`config.mk`:
```
export PLATFORM = sky130hd
export DESIGN_NAME = tmrh_timer
export DESIGN_NICKNAME = d
export VERILOG_FILES = /design/src/include/tmrh_pkg.sv /design/src/logic/tmrh_timer.sv
export VERILOG_INCLUDE_DIRS = /design/src /design/src/include
export SDC_FILE = /design/constraint.sdc
export NUM_CORES = 1
export LEC_CHECK = 0
export BUFFER_PORTS_ARGS = -buffer_cell sky130_fd_sc_hd__buf_2
export CAP_MARGIN = 10
export CORE_ASPECT_RATIO = 1.4
export CORE_MARGIN = 3
export CORE_UTILIZATION = 61
export CTS_CLUSTER_SIZE = 12
export DETAILED_ROUTE_END_ITERATION = 10
export GPL_TIMING_DRIVEN = 0
export PLACE_DENSITY = 0.81
export SLEW_MARGIN = 25
export SYNTH_ARGS = -nofsm -noshare
export SYNTH_HDL_FRONTEND = slang
export SYNTH_SLANG_ARGS = --single-unit
```
`constraint.sdc`:
```
create_clock -name clk -period 5.55 [get_ports clk]
set_input_delay 0 -clock clk [delete_from_list [all_inputs] [get_ports clk]]
set_output_delay 0 -clock clk [all_outputs]
set_load 0.01 [all_outputs]
```
`src/include/tmrh_regs.svh`:
```
// register map, field positions, reset values and mode codes of the compare timer
`ifndef TMRH_REGS_SVH
`define TMRH_REGS_SVH

`define TMRH_PRI0_ADDR   16'hff18
`define TMRH_SEC0_ADDR   16'hff19
`define TMRH_PRI1_ADDR   16'hff1a
`define TMRH_SEC1_ADDR   16'hff1b
`define TMRH_MODE0_ADDR  16'hff69
`define TMRH_MODE1_ADDR  16'hff6c
`define TMRH_CNT0_ADDR   16'hff1c
`define TMRH_CNT1_ADDR   16'hff1d

`define TMRH_REG_RESET   8'h00

`define TMRH_RUN_POS     7
`define TMRH_CKS_MSB     6
`define TMRH_CKS_LSB     4
`define TMRH_MODE_MSB    3
`define TMRH_MODE_LSB    2
`define TMRH_LEV_POS     1
`define TMRH_EN_POS      0

`define TMRH_MD_INTERVAL 2'h0
`define TMRH_MD_CARRIER  2'h1
`define TMRH_MD_PWM      2'h2

`define TMRH_CKS_EXT     3'h5

`endif

```
`src/include/tmrh_pkg.sv`:
```
// types of the compare timer
package tmrh_pkg;

    typedef struct packed {
        logic [1:0][7:0] cnt;
        logic [1:0][7:0] pri;
        logic [1:0][7:0] sec;
        logic [1:0][7:0] act;
        logic [1:0][7:0] mode;
        logic [1:0]      tout;
        logic [1:0]      pin;
        logic [1:0]      irq;
        logic [1:0]      s1;
        logic [1:0]      s2;
        logic [1:0]      s3;
        logic [11:0]     presc;
        logic [7:0]      rdata;
    } tmrh_state_t;

endpackage : tmrh_pkg

```
`src/logic/tmrh_timer.sv`:
```
// two-channel eight-bit compare timer with cpu register port
`timescale 1ns/1ns
`include "tmrh_regs.svh"

module tmrh_timer (
    input  wire logic        clk,
    input  wire logic        arst_n,
    input  wire logic [15:0] addr,
    input  wire logic        wr_en,
    input  wire logic        bit_wr,
    input  wire logic [2:0]  bit_sel,
    input  wire logic [7:0]  wr_data,
    input  wire logic        rd_en,
    output logic      [7:0]  rd_data,
    input  wire logic        companion_timer_out,
    input  wire logic        aux_clock_in,
    output logic      [1:0]  match_interrupt,
    output logic      [1:0]  timer_output_pin
);

    localparam logic [1:0][15:0] PRI_A  = {`TMRH_PRI1_ADDR, `TMRH_PRI0_ADDR};
    localparam logic [1:0][15:0] SEC_A  = {`TMRH_SEC1_ADDR, `TMRH_SEC0_ADDR};
    localparam logic [1:0][15:0] MODE_A = {`TMRH_MODE1_ADDR, `TMRH_MODE0_ADDR};
    localparam logic [1:0][15:0] CNT_A  = {`TMRH_CNT1_ADDR, `TMRH_CNT0_ADDR};

    tmrh_pkg::tmrh_state_t q;
    tmrh_pkg::tmrh_state_t n;

    logic [1:0] tick;
    logic [1:0] run;
    logic [1:0] hit_pri;
    logic [1:0] hit_sec;
    logic [1:0] sec_wr;

    // tick of a power-of-two divider taken from the shared prescaler
    function automatic logic div_tick(input logic [11:0] presc, input logic [3:0] k);
        logic [11:0] mask;
        mask = (12'h001 << k) - 12'h001;
        div_tick = &(presc | ~mask);
    endfunction : div_tick

    always_comb begin
        logic [2:0] cks;
        logic [1:0] md;
        logic       lev;
        logic       clr;
        cks = 3'h0;
        md  = 2'h0;
        lev = 1'b0;
        clr = 1'b0;
        n = q;
        n.irq = 2'h0;
        n.s1 = {aux_clock_in, companion_timer_out};
        n.s2 = q.s1;
        n.s3 = q.s2;
        n.presc = q.presc + 12'h001;
        tick = 2'h0;
        run = 2'h0;
        hit_pri = 2'h0;
        hit_sec = 2'h0;
        sec_wr = 2'h0;
        for (int ch = 0; ch < 2; ch++) begin
            run[ch] = q.mode[ch][`TMRH_RUN_POS];
            cks = q.mode[ch][`TMRH_CKS_MSB:`TMRH_CKS_LSB];
            md = q.mode[ch][`TMRH_MODE_MSB:`TMRH_MODE_LSB];
            lev = q.mode[ch][`TMRH_LEV_POS];
            // channel 1 divides more coarsely on codes 1, 2 and 4; code 5 is an external edge on both
            case (cks)
                3'h0: tick[ch] = 1'b1;
                3'h1: tick[ch] = div_tick(q.presc, (ch == 0) ? 4'h1 : 4'h2);
                3'h2: tick[ch] = div_tick(q.presc, (ch == 0) ? 4'h2 : 4'h4);
                3'h3: tick[ch] = div_tick(q.presc, 4'h6);
                3'h4: tick[ch] = div_tick(q.presc, (ch == 0) ? 4'ha : 4'hc);
                `TMRH_CKS_EXT: tick[ch] = q.s2[ch] & ~q.s3[ch];
                default: tick[ch] = 1'b0;
            endcase
            sec_wr[ch] = wr_en && !bit_wr && (addr == SEC_A[ch]);
            hit_pri[ch] = run[ch] && tick[ch] && (q.cnt[ch] == q.pri[ch]);
            hit_sec[ch] = run[ch] && tick[ch] && (q.cnt[ch] == q.act[ch]);
            // carrier mode exists on channel 1 only
            clr = (ch == 1 && md == `TMRH_MD_CARRIER) ? hit_sec[ch] : hit_pri[ch];
            if (!run[ch]) begin
                n.cnt[ch] = 8'h00;
            end else if (tick[ch]) begin
                n.cnt[ch] = clr ? 8'h00 : q.cnt[ch] + 8'h01;
            end
            n.irq[ch] = clr;
            // interval mode never looks at the secondary compare
            if (hit_sec[ch] && md != `TMRH_MD_INTERVAL && !sec_wr[ch]) begin
                n.act[ch] = q.sec[ch];
            end
            if (!run[ch]) begin
                n.tout[ch] = lev;
            end else begin
                case (md)
                    `TMRH_MD_INTERVAL: begin
                        if (hit_pri[ch]) begin
                            n.tout[ch] = ~q.tout[ch];
                        end
                    end
                    `TMRH_MD_PWM: begin
                        if (hit_sec[ch]) begin
                            n.tout[ch] = lev;
                        end else if (hit_pri[ch]) begin
                            n.tout[ch] = ~lev;
                        end
                    end
                    `TMRH_MD_CARRIER: begin
                        if (ch == 1 && hit_sec[ch]) begin
                            n.tout[ch] = ~q.tout[ch];
                        end
                    end
                    default: n.tout[ch] = q.tout[ch];
                endcase
            end
            n.pin[ch] = q.mode[ch][`TMRH_EN_POS] & n.tout[ch];
            if (wr_en && !bit_wr && addr == PRI_A[ch]) begin
                n.pri[ch] = wr_data;
            end
            if (sec_wr[ch]) begin
                n.sec[ch] = wr_data;
                // stopped: the active stage follows at once, ready for restart
                if (!run[ch]) begin
                    n.act[ch] = wr_data;
                end
            end
            if (wr_en && addr == MODE_A[ch]) begin
                if (bit_wr) begin
                    n.mode[ch][bit_sel] = wr_data[0];
                end else begin
                    n.mode[ch] = wr_data;
                end
            end
        end
        if (rd_en) begin
            n.rdata = 8'h00;
            for (int ch = 0; ch < 2; ch++) begin
                if (addr == PRI_A[ch]) begin
                    n.rdata = q.pri[ch];
                end
                if (addr == SEC_A[ch]) begin
                    n.rdata = q.sec[ch];
                end
                if (addr == MODE_A[ch]) begin
                    n.rdata = q.mode[ch];
                end
                if (addr == CNT_A[ch]) begin
                    n.rdata = q.cnt[ch];
                end
            end
        end
    end

    always_ff @(posedge clk or negedge arst_n) begin
        if (!arst_n) begin
            q <= '0;
        end else begin
            q <= n;
        end
    end

    assign rd_data = q.rdata;
    assign match_interrupt = q.irq;
    assign timer_output_pin = q.pin;

    property p_stop_zero;
        @(posedge clk) disable iff (!arst_n)
        !run[0] |=> (q.cnt[0] == 8'h00);
    endproperty
    a_stop_zero: assert property (p_stop_zero) else $error("counter not held at zero");

    property p_pri_match;
        @(posedge clk) disable iff (!arst_n)
        hit_pri[0] |=> (match_interrupt[0] && q.cnt[0] == 8'h00);
    endproperty
    a_pri_match: assert property (p_pri_match) else $error("primary match missed");

    property p_incr;
        @(posedge clk) disable iff (!arst_n)
        (run[0] && tick[0] && !hit_pri[0]) |=> (q.cnt[0] == $past(q.cnt[0]) + 8'h01);
    endproperty
    a_incr: assert property (p_incr) else $error("counter did not step");

    property p_hold;
        @(posedge clk) disable iff (!arst_n)
        (run[0] && !tick[0]) |=> $stable(q.cnt[0]);
    endproperty
    a_hold: assert property (p_hold) else $error("counter moved without tick");

    property p_carrier;
        @(posedge clk) disable iff (!arst_n)
        (hit_sec[1] && q.mode[1][3:2] == `TMRH_MD_CARRIER)
            |=> (match_interrupt[1] && q.cnt[1] == 8'h00);
    endproperty
    a_carrier: assert property (p_carrier) else $error("carrier match missed");

    property p_transfer;
        @(posedge clk) disable iff (!arst_n)
        (hit_sec[0] && q.mode[0][3:2] == `TMRH_MD_PWM && !sec_wr[0])
            |=> (q.act[0] == $past(q.sec[0]));
    endproperty
    a_transfer: assert property (p_transfer) else $error("secondary not transferred");

    property p_collide;
        @(posedge clk) disable iff (!arst_n)
        (hit_sec[0] && sec_wr[0]) |=> $stable(q.act[0]);
    endproperty
    a_collide: assert property (p_collide) else $error("transfer not skipped");

    property p_run_write;
        @(posedge clk) disable iff (!arst_n)
        (sec_wr[1] && run[1]) |=> (q.sec[1] == $past(wr_data));
    endproperty
    a_run_write: assert property (p_run_write) else $error("running write lost");

    property p_toggle;
        @(posedge clk) disable iff (!arst_n)
        (hit_pri[0] && q.mode[0][3:2] == `TMRH_MD_INTERVAL)
            |=> (q.tout[0] != $past(q.tout[0]));
    endproperty
    a_toggle: assert property (p_toggle) else $error("output not inverted");

    property p_pin_off;
        @(posedge clk) disable iff (!arst_n)
        !q.mode[0][`TMRH_EN_POS] ##1 !q.mode[0][`TMRH_EN_POS] |-> !timer_output_pin[0];
    endproperty
    a_pin_off: assert property (p_pin_off) else $error("disabled pin driven");

    property p_div2;
        @(posedge clk) disable iff (!arst_n)
        (q.mode[0][6:4] == 3'h1 && tick[0]) |=> !tick[0] ##1 (tick[0] || q.mode[0][6:4] != 3'h1);
    endproperty
    a_div2: assert property (p_div2) else $error("divide by two wrong");

    property p_byte_wr;
        @(posedge clk) disable iff (!arst_n)
        (wr_en && !bit_wr && addr == `TMRH_MODE0_ADDR) |=> (q.mode[0] == $past(wr_data));
    endproperty
    a_byte_wr: assert property (p_byte_wr) else $error("mode write lost");

endmodule : tmrh_timer

```
==> results of run 1 <==
==> routing by layer <==
layer,share of wire (%),track usage (%),up-vias
li1,-,-,2337
met1,40,33.3,2433
met2,50,47.7,190
met3,5.0,4.59,55
met4,4.9,15.8,0
met5,0,0,-
==> state kept, by name, indices dropped and copies added (netlist names) <==
register / cells
timer_output_pin: 2
rd_data: 8
n: 4
match_interrupt: 2
q: 96
==> critical path: cells and delay by family, from the launching register on <==
family          cells  cell delay [ns]
compound gates      3             1.22
simple gates        3             0.50
flops               1             0.46
fa+ha+maj           1             0.33
buf+inv             1             0.33
==> per-stage QoR <==
stage | hold slack, ns | area (um^2)
3_5_place_dp | -0.0781 | 6540
4_1_cts | 0.0103 | 6930
2_1_floorplan | -0.296 | 6110
6_report | 0.0153 | 6930
5_1_grt | 0.0291 | 6930
3_3_place_gp | 0.108 | 6490
==> cell families (layout without fill, tap and decap cells) <==
kind of cell / after synthesis / after routing / share of synthesized area [%]
simple gates: 199 / 199 / 16.7
buf+inv: 68 / 137 / 5.14
mux: 64 / 64 / 11.1
xor+xnor: 48 / 48 / 6.88
compound gates: 133 / 133 / 13.5
fa+ha+maj: 4 / 4 / 0.819
flops: 112 / 112 / 45.8
==> power by group through the flow <==
stage / logic (mW) / clock network (mW) / registers (mW)
after floorplan: 0.0358 / 0 / 0.839
after global placement: 0.0798 / 0 / 0.840
after detailed placement: 0.0856 / 0 / 0.840
after CTS: 0.0908 / 0.681 / 0.823
after global routing: 0.101 / 0.711 / 0.824
final: 0.0908 / 0.670 / 0.823
==> final cells by class <==
class | instances | area (um^2) | area share (%)
timing repair buffer | 53 | 339 | 4.89
sequential | 112 | 2800 | 40.4
multi-input combinational | 448 | 3010 | 43.4
clock inverter | 5 | 63.8 | 0.920
buffer | 46 | 231 | 3.34
inverter | 22 | 82.6 | 1.19
clock buffer | 11 | 243 | 3.50
tap | 132 | 165 | 2.38
==> path summary, 6_finish.rpt <==
path                                  from                     end  slack (ns)  depth (start not counted)
hold reg to reg            n[22]$_DFF_PN0_         n[20]$_DFF_PN0_        0.35                          0
max in group asynchronous           arst_n  rd_data[5]$_DFFE_PN0P_        4.76                          3
setup reg to reg            q[8]$_DFF_PN0_      q[101]$_DFFE_PN0P_        2.64                          8
min in group asynchronous           arst_n         q[15]$_DFF_PN0_        0.11                          2
hold / removal                  wr_data[1]       q[81]$_DFFE_PN0P_        0.02                          2
setup / recovery            q[8]$_DFF_PN0_      q[101]$_DFFE_PN0P_        2.64                          8
==> cell usage after synthesis (all sizes together) (3+ instances only) <==
master,number,area (um^2)
dfrtp,112,2800
nand2,69,259
o21ai,49,245
a21oi,34,170
mux2,32,360
mux2i,32,320
nor2,31,116
xor2,30,263
clkbuf,27,101
inv,22,82.6
buf,19,130
xnor2,18,158
nand3,15,75.1
and3,11,68.8
nor3,11,55.1
nand2b,10,62.6
and2,8,50.1
nor2b,8,50.1
nor4,8,56.3
o221ai,8,70.1
nand4,6,37.5
a31oi,5,31.3
a22o,4,35.0
ha,4,50.1
a22oi,3,22.5
nand3b,3,22.5
nand4b,3,26.3
nor3b,3,22.5
nor4bb,3,30.0
o211ai,3,22.5
o22ai,3,18.8
or2,3,18.8
==> results by group, run 1 <==
Placed design
  – GPL Wtd Cong: around 1
  – Worst slack at placement: around 2.7 ns
  – Hpwl dp: between 10000 and 15000 um
  – Port Buffers: 43
  – Inst Count DP: between 800 and 900

STA
  – Slew HR: 43.5%
  – Setup Skew: 0.00774 ns
  – Final Max Tran Viols: 0
  – Min cycle time layout: 2.91 ns
  – RSZ-0062 raised after global routing: no
  – Final Hold Viols: 0
  – Total negative slack: 0 ns
  – Setup violators final: 0
  – Fin worst setup slack: about 2.6 ns
  – Worst Tran Pin Value: between 0.8 and 0.9 ns
  – Max frequency: between 300 and 400 MHz
  – Period utilization: between 50% and 60%

Cells and area
  – Non-filler instance count after layout: between 800 and 900
  – Most frequent cells in the layout: 112 x dfrtp_1, 69 x nand2_1, 49 x o21ai_0
  – Final core utilization: around 72%
  – Ant. Diodes: 0
  – Filler cells: around 690
  – Fraction of layout cells with a size suffix above 1: between 10% and 20%
  – Final net count: 730
  – Leading cell type in the layout, fill and taps excluded: dfrtp_1
  – Area Overhead vs Synth: 13.4%

Synth
  – Post-synth top flop: dfrtp_1
  – Syn_nets: around 670
  – Yosys cell types: roughly 60
  – Ys Warns: 0
  – Post-synth EDFFs: 0
  – Mapped Cells: approximately 630
  – Post-synthesis cell area: approximately 6100 um^2
  – Syn avg cell area: 9.74 um^2
  – Yosys reg bits: 112
  – Asr flop ratio synth: 100%
  – Post-synthesis sequential area ratio: 45.8%

Floorplan
  – Standard-cell rows: 42
  – Die width: slightly above 90 um
  – Starting Density: around 64%
  – I/O pin count: 46
  – Die H: between 100 and 150 um
  – CORE AREA: between 9000 and 10000 um^2
  – Die footprint: between 10000 and 15000 um^2

Routing
  – DRT Pass-1 Iters: 5
  – Vias per cell: 6.05
  – Routed WL per cell: 18.3 um
  – DRC viols: 0
  – Post-route antenna net violation count: 0
  – DR vias: around 5000
  – Detailed Route Iter0 Violations: between 400 and 500
  – WL final: approximately 15000 um

CTS
  – Worst-path clk slew: ~0.070 ns
  – Clk sinks: 112
  – Setup bufs post-CTS: 0
  – Root buf cell: clkbuf_16
  – Clock Path Buffers: 2
  – CTS buffer count: 9
  – H-tree levels: 3
  – CTS tree: done
  – # hold bufs at CTS: 9
  – # resized after CTS: 0
  – Clock Latency Late Sink: approximately 0.36 ns

Setup path
  – WP data arrival: roughly 3.2 ns
  – Worst endpoint required time: 5.83 ns
  – Max stage delay on crit path: approximately 0.66 ns
  – Crit path max fanout: 9
  – Setup crit end kind: register
  – Critical path class: register to register
  – CP cell instances: ha_1 -> nand2_1 -> a221o_1 -> a221oi_1 -> and3_1 -> clkbuf_1 -> nand2b_1 -> a31oi_1
  – Cell with the largest stage delay on the worst path: a221oi_1
  – Startpoint types: register

GRT
  – GRT Resource Usage Total: between 20 and 30%
  – Vias in the first global route: between 5000 and 6000
  – First-pass GRT wire length: about 25000 um
  – Grt ovf: 0
  – Antenna violations before repair: 0
  – Largest net degree at the start of global routing: 77

Power
  – Pwr per Cell Area: between 200 and 250 nW/um^2
  – Seq pwr share: roughly 52%
  – Switching pwr: approximately 0.36 mW
  – Int Power: ~1.2 mW
  – Combinational Power Share: around 5.7%
  – Total Power: 1.58 mW
  – Clock network fraction of total power: between 40% and 50%
  – Worst VDD drop: ~0.17 mV
  – Leakage: ~3.4 nW
  – Net Sw Frac: 23.0%

Status
  – Status: completed

Hold path
  – HP Class: primary input to register

Run
  – Total of max-cap violations: 0
No activity file was read; power rests on OpenSTA's default activity.
==> run 2: changes to the inputs <==
- CORE_UTILIZATION: 61 -> 55
- PLACE_DENSITY: 0.81 -> 0.77
- clock period: 5.55 -> 2.4 ns (I/O delays scaled with it)
==> run 2 against run 1 <==
Net effect: the flow now finishes with violations (setup timing); cell area is 5.3% higher; final cell count rose by 2.4%; clock skew hardly changed; register-to-register slack worse by 2.7 ns; critical path type unchanged; clock power grew 110%; via count increased by 4.1%; sequential power rose by 130%; critical endpoint is now q[52]$_DFF_PN0_; sequential share of layout area is 2.0 points lower; hold slack better by 0.033 ns; maximum frequency rose by 19%; clock-buffer cell count fell by 1; global-route usage fell by 0.87 points.
==> results by group, run 2 (synthesis results as in run 1) <==
Floorplan
  – Starting Density: about 58%
  – Die H: roughly 130 um
  – Standard-cell rows: 44
  – Die width: around 95 um
  – Die footprint: between 10000 and 15000 um^2
  – I/O pin count: 46
  – CORE AREA: about 11000 um^2

Routing
  – Highest routed layer: met4
  – DR vias: ~5200
  – DRT Pass-1 Iters: 6
  – Detailed Route Iter0 Violations: between 300 and 400
  – DRC viols: 0
  – WL met3: 1070 um
  – WL final: 16400 um
  – Met2 WL post-DR: roughly 8000 um
  – Vias per cell: between 6 and 7
  – Met1 WL: roughly 6300 um
  – Routed WL per cell: approximately 19 um
  – Post-route antenna net violation count: 0

Cells and area
  – Most frequent cells in the layout: 107 x dfrtp_1, 67 x nand2_1, 47 x o21ai_0
  – Top reg by flops: q
  – Final net count: between 700 and 800
  – Fraction of layout cells with a size suffix above 1: 25.2%
  – Area Overhead vs Synth: 19.5%
  – Max reg flops: between 90 and 100
  – Ant. Diodes: 0
  – Final core utilization: between 60% and 70%
  – Leading cell type in the layout, fill and taps excluded: dfrtp_1

Setup path
  – Worst endpoint required time: 2.64 ns
  – WP data arrival: ~2.7 ns
  – Crit path max fanout: 7
  – Setup crit end kind: register
  – Reg-to-Reg Start: q[9]$_DFF_PN0_
  – Crit path launch: q[9]$_DFF_PN0_
  – Startpoint types: register
  – Critical path class: register to register

GRT
  – First-pass GRT wire length: between 20000 and 30000 um
  – Grt ovf: 0
  – Largest net degree at the start of global routing: 80
  – GRT Resource Usage Total: between 20% and 30%
  – Vias in the first global route: 5246
  – Antenna violations before repair: 0

STA
  – Setup Skew: 0.00734 ns
  – Fin worst setup slack: -0.0425 ns
  – Setup violators final: 4
  – Period utilization: 102%
  – Slew HR: between 40% and 50%
  – Final hold slack: 0.0481 ns
  – Final Max Tran Viols: 0
  – Max frequency: 409 MHz
  – Final Hold Viols: 0
  – Min cycle time layout: 2.44 ns
  – RSZ-0062 raised after global routing: yes
  – Worst Tran Pin Value: roughly 0.82 ns

Hold path
  – HP Class: primary input to register
  – Hold_sp: wr_data[1]

Power
  – Total Power: roughly 3.6 mW
  – Worst VDD drop: 0.354 mV
  – Leakage: roughly 3.5 nW
  – Pwr per Cell Area: slightly below 500 nW/um^2

CTS
  – CTS buffer count: 9
  – Worst-path clk slew: approximately 0.07 ns
  – Root buf cell: clkbuf_16
  – Clk sinks: about 110
  – H-tree levels: 3
  – CTS tree: done
  – Clock Path Buffers: 2
  – Clock Latency Late Sink: approximately 0.35 ns

Placed design
  – Port Buffers: between 40 and 50
  – GPL Wtd Cong: 0.949
  – Hpwl dp: ~11000 um

Status
  – Status: complete, but fails checks
  – Failing checks: setup timing

Run
  – Total of max-cap violations: 0
[run 2: worst paths after layout]
path	slack, ns	end	cells after the start
setup / recovery	-0.04	q[52]$_DFF_PN0_	8
hold / removal	0.05	q[81]$_DFFE_PN0P_	2
setup reg to reg	-0.04	q[52]$_DFF_PN0_	8
hold reg to reg	0.35	n[20]$_DFF_PN0_	0
max in group asynchronous	1.60	q[106]$_DFFE_PN0P_	3
min in group asynchronous	0.10	q[15]$_DFF_PN0_	2
[run 2: through the flow]
step | cell area, um^2 | TNS [ns] | setup WS (ns) | std cells
2_1_floorplan | 6130 | -0.125 | -0.0418 | 628
3_3_place_gp | 6520 | -9.86 | -0.460 | 809
3_5_place_dp | 6560 | -9.09 | -0.377 | 810
4_1_cts | 7100 | -0.969 | -0.132 | 846
5_1_grt | 7300 | -0.408 | -0.0692 | 849
6_report | 7300 | -0.132 | -0.0425 | 849
[run 2: repair_timing]
item                                   CTS  global route
resized for setup                       20            38
setup endpoints to repair               35            34
endpoints found under the hold margin  126             0
pin swaps                               11            17
setup buffers                           13            14
gates cloned                             1             0
hold buffers                             9             0
[run 2: final cells by class]
class                           count  area (um^2)
Clock inverter                      6         45.0
Buffer                             32          183
Fill cell                         789         3320
Multi-Input combinational cell    448         3210
Inverter                           22         82.6
Tap cell                          138          173
Clock buffer                       10          239
Sequential cell                   112         2810
Timing Repair Buffer               81          561
[run 2: power by group]
part | leakage, nW | switching [mW] | internal, mW | total [mW]
registers | 1.49 | 0.00656 | 1.90 | 1.90
clock network | 0.131 | 0.705 | 0.735 | 1.44
logic | 1.88 | 0.135 | 0.0826 | 0.217
total | 3.51 | 0.846 | 2.72 | 3.56
[run 2: critical path: stages, from the launching register on]
cell	delay, ns
dfrtp_2	0.44
ha_4	0.20
nand2_4	0.06
a221o_1	0.35
a221o_1	0.38
or4_4	0.58
buf_8	0.19
nor2_4	0.07
a21oi_1	0.04
[run 2: routing by layer]
metal,GRT usage [%],vias to the layer above
met2,45.0,228
met4,16.7,0
li1,-,2363
met3,4.52,79
met1,32.7,2553
met5,0,-
==> run 3: changes to the inputs <==
- CELL_PAD_IN_SITES_DETAIL_PLACEMENT: default -> 1
- CELL_PAD_IN_SITES_GLOBAL_PLACEMENT: default -> 1
- CORE_UTILIZATION: 55 -> 43
- PLACE_DENSITY: 0.77 -> default
- PLACE_DENSITY_LB_ADDON: default -> 0.1
==> run 3 against run 2 <==
Net effect: the flow still finishes with violations (setup timing); power up 1.1%; worst setup slack worse by 0.066 ns; final cell count up 5.4%; clock skew about the same; via count down 2.3%; maximum frequency down 2.6%; clock power up 3%; register-to-register slack worse by 0.07 ns; critical path type unchanged; largest cell class unchanged.
==> results by group, run 3 (synthesis results as in run 1) <==
Status
  – Status: complete, but fails checks
  – Failing checks: setup timing

Cells and area
  – Area Overhead vs Synth: 22.1%
  – Fraction of layout cells with a size suffix above 1: about a quarter
  – Top reg by flops: q
  – Max reg flops: 96
  – Ant. Diodes: 0
  – Fin area: approximately 7500 um^2
  – Filler cells: 1577
  – Final net count: roughly 750
  – Most frequent cells in the layout: 108 x dfrtp_1, 68 x nand2_1, 49 x o21ai_0
  – Non-filler instance count after layout: roughly 900
  – Leading cell type in the layout, fill and taps excluded: dfrtp_1

Setup path
  – Cell with the largest stage delay on the worst path: or4_4
  – Critical path class: register to register
  – Startpoint types: register
  – CP dominant cell by count: a221o_1
  – Crit path max fanout: 5
  – Max stage delay on crit path: between 0.6 and 0.7 ns
  – Worst endpoint required time: between 2 and 3 ns
  – CP cell instances: and4_4 -> nand2_4 -> a221o_1 -> a221o_1 -> or4_4 -> buf_8 -> nor2_4 -> a21oi_2
  – Setup crit end kind: register
  – WP data arrival: approximately 2.8 ns

STA
  – RSZ-0062 raised after global routing: yes
  – Period utilization: 105%
  – Fin worst setup slack: -0.108 ns
  – Max frequency: approximately 400 MHz
  – Setup Skew: about 0.0070 ns
  – Min cycle time layout: 2.51 ns
  – Final Hold Viols: 0
  – Slew HR: a little over half
  – Worst Tran Pin Value: 0.709 ns
  – Final Max Tran Viols: 0
  – Setup violators final: 8
  – Total negative slack: -0.663 ns

Power
  – Worst VDD drop: roughly 0.35 mV
  – Pwr per Cell Area: ~480 nW/um^2
  – Leakage: 3.56 nW

Hold path
  – HP Class: primary input to register

Floorplan
  – Die H: around 150 um
  – Die width: between 100 and 150 um
  – Starting Density: 44.8%
  – I/O pin count: 46
  – Standard-cell rows: 50
  – CORE AREA: 13600 um^2
  – Die footprint: ~16000 um^2

CTS
  – Worst-path clk slew: about 0.070 ns
  – CTS tree: done
  – Clock Path Buffers: 2
  – CTS buffer count: 9
  – Root buf cell: clkbuf_16
  – H-tree levels: 3
  – Clk sinks: roughly 110
  – Clock Latency Late Sink: about 0.35 ns

GRT
  – Grt ovf: 0
  – First-pass GRT wire length: 29700 um
  – Vias in the first global route: roughly 5600
  – Largest net degree at the start of global routing: between 60 and 70
  – Antenna violations before repair: 0
  – GRT Resource Usage Total: about a quarter

Routing
  – Post-route antenna net violation count: 0
  – Detailed Route Iter0 Violations: between 200 and 300
  – WL final: about 19000 um
  – DRT Pass-1 Iters: 5
  – Vias per cell: between 5 and 6
  – Routed WL per cell: approximately 21 um
  – DRC viols: 0
  – DR vias: 5105

Placed design
  – Hpwl dp: ~13000 um
  – Inst Count DP: around 850
  – Placed Area: 6610 um^2
  – GPL Wtd Cong: 0.903
  – Port Buffers: 43

Run
  – Total of max-cap violations: 0
run 3: path summary, 6_finish.rpt:
path                            startpoint                 to  slack (ns)  cells past startpoint
max reg2reg                q[12]$_DFF_PN0_    q[54]$_DFF_PN0_       -0.11                      8
max in group asynchronous           arst_n  q[68]$_DFFE_PN0P_        1.53                      3
max                        q[12]$_DFF_PN0_    q[54]$_DFF_PN0_       -0.11                      8
min                             wr_data[3]  q[67]$_DFFE_PN0P_       0.004                      2
min reg2reg                n[23]$_DFF_PN0_    n[21]$_DFF_PN0_        0.36                      0
min in group asynchronous           arst_n    q[12]$_DFF_PN0_        0.21                      2
run 3: cell type report:
cell class	count	area, um^2	area share (%)
repair buffers	84	606	8.11
multi-input cells	448	3270	43.9
clock inverters	3	26.3	0.352
well taps	182	228	3.05
flip-flops and latches	112	2810	37.6
plain buffers	32	183	2.45
clock buffers	12	256	3.44
inverters	22	82.6	1.11
run 3: routing by layer:
layer  track usage [%]  share of wire [%]  up-vias
li1                  -                  -     2361
met1              28.9                 40     2596
met2              43.7                 54      117
met3              3.16                3.0       31
met4              10.8                3.5        0
met5                 0                  0        -
run 3: power breakdown:
group	total [mW]	internal, mW	switching (mW)
Combinational	0.221	0.0828	0.138
Sequential	1.90	1.90	0.00679
Clock	1.48	0.766	0.711
Total	3.60	2.75	0.856
run 3: what timing repair did:
| action | 4_1_cts | 5_1_grt |
|---|---|---|
| hold buffers | 7 | 0 |
| gates cloned | 1 | 0 |
| resized for setup | 38 | 31 |
| pin swaps | 8 | 14 |
| endpoints found under the setup margin | 36 | 33 |
| hold endpoints to repair | 72 | 0 |
| setup buffers | 17 | 15 |
run 3: worst max-delay path: cells and delay by family (launching register included):
kind                   cells  cell delay (ns)
AND/OR/NAND/NOR            4             1.05
flip-flops                 1             0.36
AO/OA/AOI/OAI              3             0.78
buffers and inverters      1             0.20
run 3: stage by stage:
step / setup slack, ns / util, % / power (mW) / hold WS (ns)
2_1_floorplan: -0.0418 / - / 2.02 / -0.296
3_3_place_gp: -0.596 / 48.2 / 2.14 / 0.110
3_5_place_dp: -0.538 / 48.5 / 2.15 / 0.0371
4_1_cts: -0.199 / 53.0 / 3.63 / 0.00585
5_1_grt: -0.164 / 54.7 / 3.75 / 0.00353
6_report: -0.108 / 54.7 / 3.60 / 0.00351
